[src/logic/ecc_map.svh]
// Register offsets, field positions, reset values and codes
// Assumes inclusion by its bare name from the canceller bank files
`ifndef ECC_MAP_SVH
`define ECC_MAP_SVH

// Register offsets
`define ECC_OFS_CTRL_A 8'h01
`define ECC_OFS_STAT_A 8'h02
`define ECC_OFS_CTRL_B 8'h21
`define ECC_OFS_STAT_B 8'h22
`define ECC_CHAN_STRIDE 8'h20

// Feature control fields
`define ECC_CTL_TONE_OFF 7
`define ECC_CTL_PHASE_IGN 6
`define ECC_CTL_NLP_OFF 5
`define ECC_CTL_AUTO_BYP 4
`define ECC_CTL_NB_OFF 3
`define ECC_CTL_DCF_OFF 2
`define ECC_CTL_SEND_MUTE 1
`define ECC_CTL_RECV_MUTE 0

// Detector status fields
`define ECC_STS_TONE 6
`define ECC_STS_DTALK 5
`define ECC_STS_GATED 1
`define ECC_STS_NBAND 0

// Reset values and codes
`define ECC_CTRL_RST 8'h00
`define ECC_STAT_RST 8'h00
`define ECC_QUIET_CODE 8'hFF

`endif

[src/logic/ecc_pkg.sv]
// Types for the echo canceller control and status bank
// Assumes nothing beyond a SystemVerilog compiler
package ecc_pkg;

    // State of one canceller register pair
    typedef struct packed {
        logic [7:0] ctrl;
        logic [7:0] stat;
    } ecc_chan_st_t;

    // State of the bank: read port and output samples
    typedef struct packed {
        logic [7:0] rd_data;
        logic rd_valid;
        logic [1:0][7:0] far_out;
        logic [1:0][7:0] near_out;
    } ecc_top_st_t;

endpackage

[src/logic/ecc_chan_if.sv]
// Link between the bank decoder and one canceller register pair
// Assumes both ends run on the same reference clock
interface ecc_chan_if;
    logic wr;
    logic [7:0] wdata;
    logic [7:0] ctrl;
    logic [7:0] stat;
    logic tone_seen;
    logic phase_rev_seen;
    logic dtalk_seen;
    logic nband_seen;

    modport bank (
        output wr,
        output wdata,
        output tone_seen,
        output phase_rev_seen,
        output dtalk_seen,
        output nband_seen,
        input ctrl,
        input stat
    );

    modport chan (
        input wr,
        input wdata,
        input tone_seen,
        input phase_rev_seen,
        input dtalk_seen,
        input nband_seen,
        output ctrl,
        output stat
    );
endinterface

[src/logic/ecc_chan.sv]
// Feature control and detector status pair of one canceller
// Assumes detector inputs are synchronous to i_ref_clk
`include "ecc_map.svh"

module ecc_chan (
    // Clock and reset
    input wire logic i_ref_clk,
    input wire logic i_sys_rst,
    // Bank side
    ecc_chan_if.chan ch
);
    ecc_pkg::ecc_chan_st_t st_q;
    ecc_pkg::ecc_chan_st_t st_d;
    logic tone_hit;

    always_comb begin
        st_d = st_q;
        // Qualified tone only while detection runs
        tone_hit = ch.tone_seen
            & ~st_q.ctrl[`ECC_CTL_TONE_OFF]
            & (st_q.ctrl[`ECC_CTL_PHASE_IGN]
               | ch.phase_rev_seen);
        if (ch.wr) begin
            st_d.ctrl = ch.wdata;
        end
        // Status rebuilt every cycle; writes never reach it
        st_d.stat = `ECC_STAT_RST;
        st_d.stat[`ECC_STS_TONE] = tone_hit;
        st_d.stat[`ECC_STS_DTALK] = ch.dtalk_seen;
        st_d.stat[`ECC_STS_GATED] =
            st_q.ctrl[`ECC_CTL_AUTO_BYP] & tone_hit;
        st_d.stat[`ECC_STS_NBAND] = ch.nband_seen
            & ~st_q.ctrl[`ECC_CTL_NB_OFF];
    end

    always_ff @(posedge i_ref_clk) begin
        if (i_sys_rst) begin
            st_q.ctrl <= `ECC_CTRL_RST;
            st_q.stat <= `ECC_STAT_RST;
        end else begin
            st_q <= st_d;
        end
    end

    assign ch.ctrl = st_q.ctrl;
    assign ch.stat = st_q.stat;
endmodule // ecc_chan

[src/logic/ecc_bank.sv]
// Control and status bank for one group of two echo cancellers
// Assumes the host port and detectors are synchronous to i_ref_clk
`include "ecc_map.svh"

// Operation
// - Tone detection off bit stops that canceller's tone detection.
// - Both cancellers' tone detection off powers down group tone processors.
// - Phase ignore bit lets tone detectors trigger on plain 2100Hz tone.
// - Phase ignore cleared requires periodic phase reversals for triggering.
// - Nonlinear processor off bit disables the nonlinear processor.
// - Auto bypass with qualified tone switches the canceller into bypass.
// - Auto bypass cleared keeps echo cancellation running regardless of tone.
// - Narrow band detect off bit disables the narrow band detector.
// - DC filter off bit bypasses DC removal on both input paths.
// - Send mute replaces near end output with quiet code.
// - Receive mute replaces far end output with quiet code.
// - Tone flag is high while a qualified 2100Hz tone is present.
// - Double talk flag is high while double talk is detected.
// - Gated tone flag is auto bypass AND detected tone.
// - Bypass passes inputs straight through, zeroes coefficients, halts adapt.
module ecc_bank #(
    parameter int N_CHAN = 2,
    parameter logic [7:0] QUIET_CODE = `ECC_QUIET_CODE
) (
    // Clock and reset
    input wire logic i_ref_clk,
    input wire logic i_sys_rst,
    // Host register port
    input wire logic [7:0] i_addr,
    input wire logic [7:0] i_wr_data,
    input wire logic i_wr_en,
    input wire logic i_rd_en,
    output logic [7:0] o_rd_data,
    output logic o_rd_valid,
    // Detector reports, one bit per canceller
    input wire logic [N_CHAN-1:0] i_tone_seen,
    input wire logic [N_CHAN-1:0] i_phase_rev_seen,
    input wire logic [N_CHAN-1:0] i_dtalk_seen,
    input wire logic [N_CHAN-1:0] i_nband_seen,
    // PCM inputs and canceller core results
    input wire logic [N_CHAN-1:0][7:0] i_far_end_in,
    input wire logic [N_CHAN-1:0][7:0] i_near_end_in,
    input wire logic [N_CHAN-1:0][7:0] i_far_end_core,
    input wire logic [N_CHAN-1:0][7:0] i_near_end_core,
    // PCM outputs
    output logic [N_CHAN-1:0][7:0] o_far_end_out,
    output logic [N_CHAN-1:0][7:0] o_near_end_out,
    // Controls to the processing core
    output logic [N_CHAN-1:0] o_tone_det_en,
    output logic o_tone_pwr_down,
    output logic [N_CHAN-1:0] o_phase_rev_need,
    output logic [N_CHAN-1:0] o_nlp_en,
    output logic [N_CHAN-1:0] o_nband_det_en,
    output logic [N_CHAN-1:0] o_dc_filter_en,
    output logic [N_CHAN-1:0] o_bypass,
    output logic [N_CHAN-1:0] o_coef_clear,
    output logic [N_CHAN-1:0] o_adapt_halt
);
    ecc_pkg::ecc_top_st_t st_q;
    ecc_pkg::ecc_top_st_t st_d;
    logic [N_CHAN-1:0][7:0] ctrl;
    logic [N_CHAN-1:0][7:0] stat;
    logic [N_CHAN-1:0] hit_ctrl;
    logic [N_CHAN-1:0] hit_stat;
    logic [N_CHAN-1:0] byp;

    ecc_chan_if ch_if[N_CHAN]();

    // Register pairs, one per canceller
    for (genvar g = 0; g < N_CHAN; g++) begin : g_chan
        localparam logic [7:0] BASE = 8'(g * `ECC_CHAN_STRIDE);

        assign hit_ctrl[g] = (i_addr == (`ECC_OFS_CTRL_A + BASE));
        assign hit_stat[g] = (i_addr == (`ECC_OFS_STAT_A + BASE));

        assign ch_if[g].wr = i_wr_en & hit_ctrl[g];
        assign ch_if[g].wdata = i_wr_data;
        assign ch_if[g].tone_seen = i_tone_seen[g];
        assign ch_if[g].phase_rev_seen = i_phase_rev_seen[g];
        assign ch_if[g].dtalk_seen = i_dtalk_seen[g];
        assign ch_if[g].nband_seen = i_nband_seen[g];
        assign ctrl[g] = ch_if[g].ctrl;
        assign stat[g] = ch_if[g].stat;

        ecc_chan u_chan (
            .i_ref_clk(i_ref_clk),
            .i_sys_rst(i_sys_rst),
            .ch(ch_if[g])
        );
    end

    // Bypass follows the registered gated tone flag
    always_comb begin
        for (int i = 0; i < N_CHAN; i++) begin
            byp[i] = stat[i][`ECC_STS_GATED];
        end
    end

    // Next state: read port and output samples
    always_comb begin
        st_d = st_q;
        st_d.rd_valid = i_rd_en;
        if (i_rd_en) begin
            st_d.rd_data = 8'h00;
            for (int i = 0; i < N_CHAN; i++) begin
                if (hit_ctrl[i]) begin
                    st_d.rd_data = ctrl[i];
                end
                if (hit_stat[i]) begin
                    st_d.rd_data = stat[i];
                end
            end
        end
        for (int i = 0; i < N_CHAN; i++) begin
            // Core result unless bypassed
            if (byp[i]) begin
                st_d.far_out[i] = i_far_end_in[i];
                st_d.near_out[i] = i_near_end_in[i];
            end else begin
                st_d.far_out[i] = i_far_end_core[i];
                st_d.near_out[i] = i_near_end_core[i];
            end
            // Mute overrides every other source
            if (ctrl[i][`ECC_CTL_RECV_MUTE]) begin
                st_d.far_out[i] = QUIET_CODE;
            end
            if (ctrl[i][`ECC_CTL_SEND_MUTE]) begin
                st_d.near_out[i] = QUIET_CODE;
            end
        end
    end

    always_ff @(posedge i_ref_clk) begin
        if (i_sys_rst) begin
            st_q.rd_data <= 8'h00;
            st_q.rd_valid <= 1'b0;
            st_q.far_out <= {N_CHAN{QUIET_CODE}};
            st_q.near_out <= {N_CHAN{QUIET_CODE}};
        end else begin
            st_q <= st_d;
        end
    end

    // Core enables straight from the control bits; bypass, coef clear and adapt halt from the gated tone flag
    always_comb begin
        o_tone_pwr_down = 1'b1;
        for (int i = 0; i < N_CHAN; i++) begin
            o_tone_pwr_down = o_tone_pwr_down
                & ctrl[i][`ECC_CTL_TONE_OFF];
            o_tone_det_en[i] = ~ctrl[i][`ECC_CTL_TONE_OFF];
            o_phase_rev_need[i] =
                ~ctrl[i][`ECC_CTL_PHASE_IGN];
            o_nlp_en[i] = ~ctrl[i][`ECC_CTL_NLP_OFF];
            o_nband_det_en[i] = ~ctrl[i][`ECC_CTL_NB_OFF];
            o_dc_filter_en[i] = ~ctrl[i][`ECC_CTL_DCF_OFF];
            o_bypass[i] = byp[i];
            o_coef_clear[i] = byp[i];
            o_adapt_halt[i] = byp[i];
        end
    end

    assign o_rd_data = st_q.rd_data;
    assign o_rd_valid = st_q.rd_valid;
    assign o_far_end_out = st_q.far_out;
    assign o_near_end_out = st_q.near_out;
endmodule // ecc_bank

[config.mk]
export PLATFORM = sky130hd
export DESIGN_NAME = ecc_bank
export DESIGN_NICKNAME = d
export VERILOG_FILES = /design/src/logic/ecc_pkg.sv /design/src/logic/ecc_chan_if.sv /design/src/logic/ecc_chan.sv /design/src/logic/ecc_bank.sv
export VERILOG_INCLUDE_DIRS = /design/src /design/src/logic
export SDC_FILE = /design/constraint.sdc
export NUM_CORES = 1
export LEC_CHECK = 0
export BUFFER_PORTS_ARGS = -buffer_cell sky130_fd_sc_hd__buf_2
export CORE_MARGIN = 2
export CORE_UTILIZATION = 46
export CTS_BUF_LIST = sky130_fd_sc_hd__clkbuf_4
export CTS_CLUSTER_DIAMETER = 150
export DETAILED_ROUTE_END_ITERATION = 12
export GPL_TIMING_DRIVEN = 0
export PLACE_DENSITY_LB_ADDON = 0.25
export SYNTH_ARGS = -nofsm -noshare
export SYNTH_HDL_FRONTEND = slang
export SYNTH_SLANG_ARGS = --single-unit
[constraint.sdc]
create_clock -name i_ref_clk -period 2.38 [get_ports i_ref_clk]
set_input_delay 0.238 -clock i_ref_clk [delete_from_list [all_inputs] [get_ports i_ref_clk]]
set_output_delay 0.238 -clock i_ref_clk [all_outputs]
set_load 0.02 [all_outputs]
## Word-level counts from Yosys, hierarchy flattened

Index checks and enable logic that the tools add are counted.

- Equality and inequality tests: 4
- Bitwise logic cells: 23
- Reductions and logical operators: 4
- Muxes and demuxes: 8

Operators with widths:

| operator | count |
|---|---|
| $mux 8 | 8 |
| $eq 8x6->1 const B | 2 |
| $and 1x1->1 | 11 |
| $not 1->1 | 10 |
| $eq 8x1->1 const B | 1 |
| $eq 8x2->1 const B | 1 |
| $reduce_or 2->1 | 4 |
| $or 1x1->1 | 2 |

- Input port bits: 92
- Flip-flop bits (word level): 73
- Word-level logic and storage cells: 51
- Output and inout bits: 58

## Logic depth before layout (Yosys ltp)

- Depth in word-level cells: 5
- Gate-level depth with buffers: 5
- Mapped depth without buffers: 4

## By module

A second synthesis with hierarchy kept.

- Cells, all modules: 285
- Area total of the unflattened synthesis: 2844.0 um^2

By module, submodules not included:

| module | cells an instance | sequential area each (um^2) | instances | area each (um^2) |
|---|---|---|---|---|
| ecc_bank | 203 | 820.8 | 1 | 1940.6 |
| ecc_chan | 41 | 240.2 | 2 | 451.7 |

## Worst setup path before layout

Ideal clock, no wire load.

- Path type: input to register
- Start: in i_addr[3]
- End: reg g_chan[1].u_chan.ch.ctrl[3] (netlist name)
- Slack: 0.839 ns
- Buffers on the path: 0
- Stages on the path: 4
- Setup time: 0.128 ns
- Data required time: 2.252 ns
- Arrival: 1.413 ns
- Cells stage by stage: nor4b_1 -> nand4_2 -> mux2i_1 -> nor2_1

- Cells in the longest elaborated chain, start to end: 2

Ends and longest elaborated chain:

| item | line | RTL |
|---|---|---|
| from (decl) | ecc_bank.sv:29 | `input wire logic [7:0] i_addr,` |
| $eq 8x6->1 | ecc_bank.sv:73 | `` assign hit_ctrl[g] = (i_addr == (`ECC_OFS_CTRL_A + BASE)); `` |
| $and 1x1->1 | ecc_bank.sv:76 | `assign ch_if[g].wr = i_wr_en & hit_ctrl[g];` |

No other way between the ends.
A chain may end at the register's enable or synchronous reset.

## Final worst setup path

- Start: reg g_chan[0].u_chan.ch.stat[1] (netlist name)
- End: reg st_q, in the netlist o_rd_data[1]

- Cells in the longest elaborated chain, start to end: 3

Ends and longest elaborated chain:

| item | line | RTL |
|---|---|---|
| $mux 8 | ecc_bank.sv:109 | `if (hit_stat[i]) begin` |
| $mux 8 | ecc_bank.sv:106 | `if (hit_ctrl[i]) begin` |
| $mux 8 | ecc_bank.sv:109 |  |
| to (signal assigned) | ecc_bank.sv:140 | `st_q <= st_d;` |
| to (decl) | ecc_bank.sv:59 | `ecc_pkg::ecc_top_st_t st_q;` |

No other way between the ends.

==> results.sh <==
export IMPL_outcome="complete, no violations"
export IMPL_synth_cell_type_count=25
export IMPL_arrival_ns=1.99
export IMPL_drt_antenna_violating_nets=0
export IMPL_synth_cells=254
export IMPL_crit_family="compound AO/OA/AOI/OAI gates"
export IMPL_worst_slew_pin_slew_ns=0.785
export IMPL_synthesis_yosys_warnings=0
export IMPL_route_detailed_wl_per_inst_um=12.4
export IMPL_antenna_found_initial=0
export IMPL_cts_max_path_buffers=2
export IMPL_crit_chain="clkbuf_1, inv_1, o32ai_1, o211ai_1, a311oi_1"
export IMPL_maxClockFrequency_ghz=0.594
export IMPL_worst_skew_pair_late_latency_ns=0.40
export IMPL_power_leakage_uw=0.00168
export IMPL_final_period_minus_worst_setup_slack_ns=1.68
export IMPL_holdCritPathClass="in2reg"
export IMPL_start_util=0.484
export IMPL_global_route_overflow_total=0
export IMPL_die_y_um=78.0
export IMPL_finalSetupTns_ns=0
export IMPL_nets=505
export IMPL_grt_setup_unrepaired="no"
export IMPL_floorplan_io_pins=150
export IMPL_cap_violations=0
export IMPL_finClkSkew_ns=0.0119
export IMPL_clk_transition_reported_paths_ns=0.11
export IMPL_postSynthAreaPerCell_um2=9.91
export IMPL_drt_drc_violations_left=0
export IMPL_sequential_cell_area_fraction_in_the_yosys_report=0.517
export IMPL_n_antenna_cell=0
export IMPL_tritoncts_buffers=9
export IMPL_setup_viol=0
export IMPL_worst_vdd_rail_ir_drop_mv=0.410
export IMPL_cts_tree="done"
export IMPL_path_class="reg2reg"
export IMPL_track_usage=0.203
export IMPL_postCtsHoldBufs=0
export IMPL_number_of_h_tree_branching_levels=3
export IMPL_finish_cell_count_without_fillers=488
export IMPL_timing_rr_start="g_chan[0].u_chan.ch.stat[1]"
export IMPL_placedCellCount=472
export IMPL_grt_start_max_net_pins=12
export IMPL_grt_pass1_wl_mm=9.63
export IMPL_async_reset_ff_frac=0
export IMPL_area_growth_syn_to_layout_pct=39.2
export IMPL_hpwlAfterDp_mm=4.74
export IMPL_crit_fanout=8
export IMPL_drt_iter0_drc=79
export IMPL_coreArea_mm2=0.00520
export IMPL_worstSetupEndpointType="flip-flop"
export IMPL_drtPass1Iterations=4
export IMPL_power_density_mw_per_mm2=621
export IMPL_post_route_cells_drive_above_1_share=0.423
export IMPL_hp_start="i_near_end_core[11]"
export IMPL_die_area_mm2=0.00608
export IMPL_postSynthNetCount=346
export IMPL_routability_congestion_estimate=0.756
export IMPL_avgViaCountPerCell=4.75
export IMPL_dr_total_vias=2318
export IMPL_placement_io_buffers=148
export IMPL_worst_path_largest_cell_delay_ns=0.42
export IMPL_placement_rows=26
export IMPL_vias_in_the_first_global_route=2192
export IMPL_ys_seq_elements=65
export IMPL_dpl_cell_area_mm2=0.00335
export IMPL_drv_slew=0
export IMPL_cts_repair_resized=0
export IMPL_final_period_utilization=0.708
export IMPL_clock_sink_count=65
export IMPL_final_area_mm2=0.00350
export IMPL_synth_cell_area_mm2=0.00252
export IMPL_hold_viol_final=0
export IMPL_totalWireLength_mm=6.06
export IMPL_cp_data_required_time_ns=2.69
export IMPL_cp_num_buf_inv=2
export IMPL_synth_edf_count=0
export IMPL_clockRootBuffer="sky130_fd_sc_hd__clkbuf_4"
export IMPL_post_layout_total_power_uw=2180
export IMPL_timing_max_slew_rel_slack=0.473
export IMPL_timing_critical_path_from_type="flip-flop"
export IMPL_most_instantiated_flip_flop_cell_in_the_synthesis_netlist="sky130_fd_sc_hd__dfxtp_1"
export IMPL_die_x_extent_um=78.0
export IMPL_post_cts_buffers=0
export IMPL_timing_critical_path_from="g_chan[0].u_chan.ch.stat[1]"
export IMPL_critPathSlowestCell="sky130_fd_sc_hd__clkbuf_1"
==> through the flow <==
stage / utilization / hold WS [ns] / setup WS (ns)
detailed placement: 0.643 / 0.448 / 0.379
CTS: 0.673 / 0.0273 / 0.647
floorplan: - / 0.321 / 0.839
global route: 0.673 / 0.0332 / 0.573
finish: 0.673 / 0.0416 / 0.696
global placement: 0.643 / 0.436 / 0.361
==> Yosys cell counts (2+ instances only) <==
library cell | instances | area share
sky130_fd_sc_hd__a311oi_1 | 4 | 0.014
sky130_fd_sc_hd__and2_1 | 2 | 0.0050
sky130_fd_sc_hd__buf_2 | 3 | 0.0060
sky130_fd_sc_hd__buf_4 | 6 | 0.018
sky130_fd_sc_hd__clkbuf_1 | 6 | 0.0089
sky130_fd_sc_hd__dfxtp_1 | 65 | 0.52
sky130_fd_sc_hd__inv_1 | 14 | 0.021
sky130_fd_sc_hd__mux2i_1 | 52 | 0.21
sky130_fd_sc_hd__nand2_1 | 41 | 0.061
sky130_fd_sc_hd__nor2_1 | 32 | 0.048
sky130_fd_sc_hd__nor2b_1 | 3 | 0.0075
sky130_fd_sc_hd__nor3b_1 | 2 | 0.0060
sky130_fd_sc_hd__nor4b_1 | 3 | 0.010
sky130_fd_sc_hd__o211ai_1 | 4 | 0.012
sky130_fd_sc_hd__o21ai_0 | 4 | 0.0080
sky130_fd_sc_hd__o32ai_1 | 4 | 0.014
==> logic make-up after synthesis <==
group           after synthesis  synth area share
mux                          52             0.207
simple gates                 91             0.170
flops                        65             0.517
buf+inv                      30            0.0581
compound gates               16            0.0477
==> tightest hold or removal path: stages <==
cell and delay (ns):
sky130_fd_sc_hd__buf_2 0.07, sky130_fd_sc_hd__mux2i_1 0.05, sky130_fd_sc_hd__nand2_1 0.05
==> cell type report <==
type / count / area, µm²
fillers: 467 / 1700
clock inverters: 6 / 82.6
flip-flops and latches: 65 / 1300
well taps: 70 / 87.6
repair buffers: 148 / 741
clock buffers: 10 / 75.1
inverters: 14 / 52.6
multi-input cells: 159 / 1070
plain buffers: 16 / 93.8
==> power by group <==
group / switching (µW) / internal, µW
logic: 129 / 106
clock network: 376 / 433
registers: 8.69 / 1130
total: 514 / 1660
==> path summary, 6_finish.rpt <==
| kind | to | slack (ns) | cells past startpoint |
|---|---|---|---|
| worst min-delay path | o_near_end_out[11] | 0.04 | 3 |
| worst max-delay path | o_rd_data[1] | 0.70 | 5 |
| worst min register to register | o_rd_data[5] | 0.46 | 2 |
| worst max register to register | o_rd_data[1] | 0.70 | 5 |
==> registers in the layout, indices dropped and copies added, names as in the netlist <==
register / flops
o_near_end_out: 16
o_rd_data: 8
g_chan.u_chan.ch.ctrl: 16
o_far_end_out: 16
g_chan.u_chan.ch.stat: 8
o_rd_valid: 1
==> per-layer routing <==
layer / routed length, µm / vias up / share of wire / track usage
li1: - / 1171 / - / -
met1: 2310 / 1058 / 0.38 / 0.210
met2: 3220 / 81 / 0.53 / 0.381
met3: 426 / 8 / 0.070 / 0.0465
met4: 102 / 0 / 0.017 / 0.0947
met5: 0 / - / 0 / 0
==> layout by cell type (no fill, tap or decap) <==
cell type                    count
sky130_fd_sc_hd__nand3_1         1
sky130_fd_sc_hd__nor3b_1         2
sky130_fd_sc_hd__nand2b_1        1
sky130_fd_sc_hd__buf_2         151
sky130_fd_sc_hd__buf_6           1
sky130_fd_sc_hd__or4b_1          1
sky130_fd_sc_hd__clkinvlp_4      1
sky130_fd_sc_hd__bufinv_16       2
sky130_fd_sc_hd__clkinv_2        3
sky130_fd_sc_hd__clkbuf_1        6
sky130_fd_sc_hd__and2_1          2
sky130_fd_sc_hd__o21ai_0         4
sky130_fd_sc_hd__nand4_2         1
sky130_fd_sc_hd__clkbuf_4       10
sky130_fd_sc_hd__nor4_4          1
sky130_fd_sc_hd__nor3_1          1
sky130_fd_sc_hd__nor4b_1         3
sky130_fd_sc_hd__a311oi_1        4
sky130_fd_sc_hd__nand2_1        41
sky130_fd_sc_hd__o211ai_1        4
sky130_fd_sc_hd__buf_4           6
sky130_fd_sc_hd__or4b_4          1
sky130_fd_sc_hd__nor2b_1         3
sky130_fd_sc_hd__o32ai_1         4
sky130_fd_sc_hd__mux2i_1        52
sky130_fd_sc_hd__nand4b_1        1
sky130_fd_sc_hd__nor2_1         32
sky130_fd_sc_hd__inv_1          14
sky130_fd_sc_hd__dfxtp_1        65
Power figures use the tool's default switching activity.
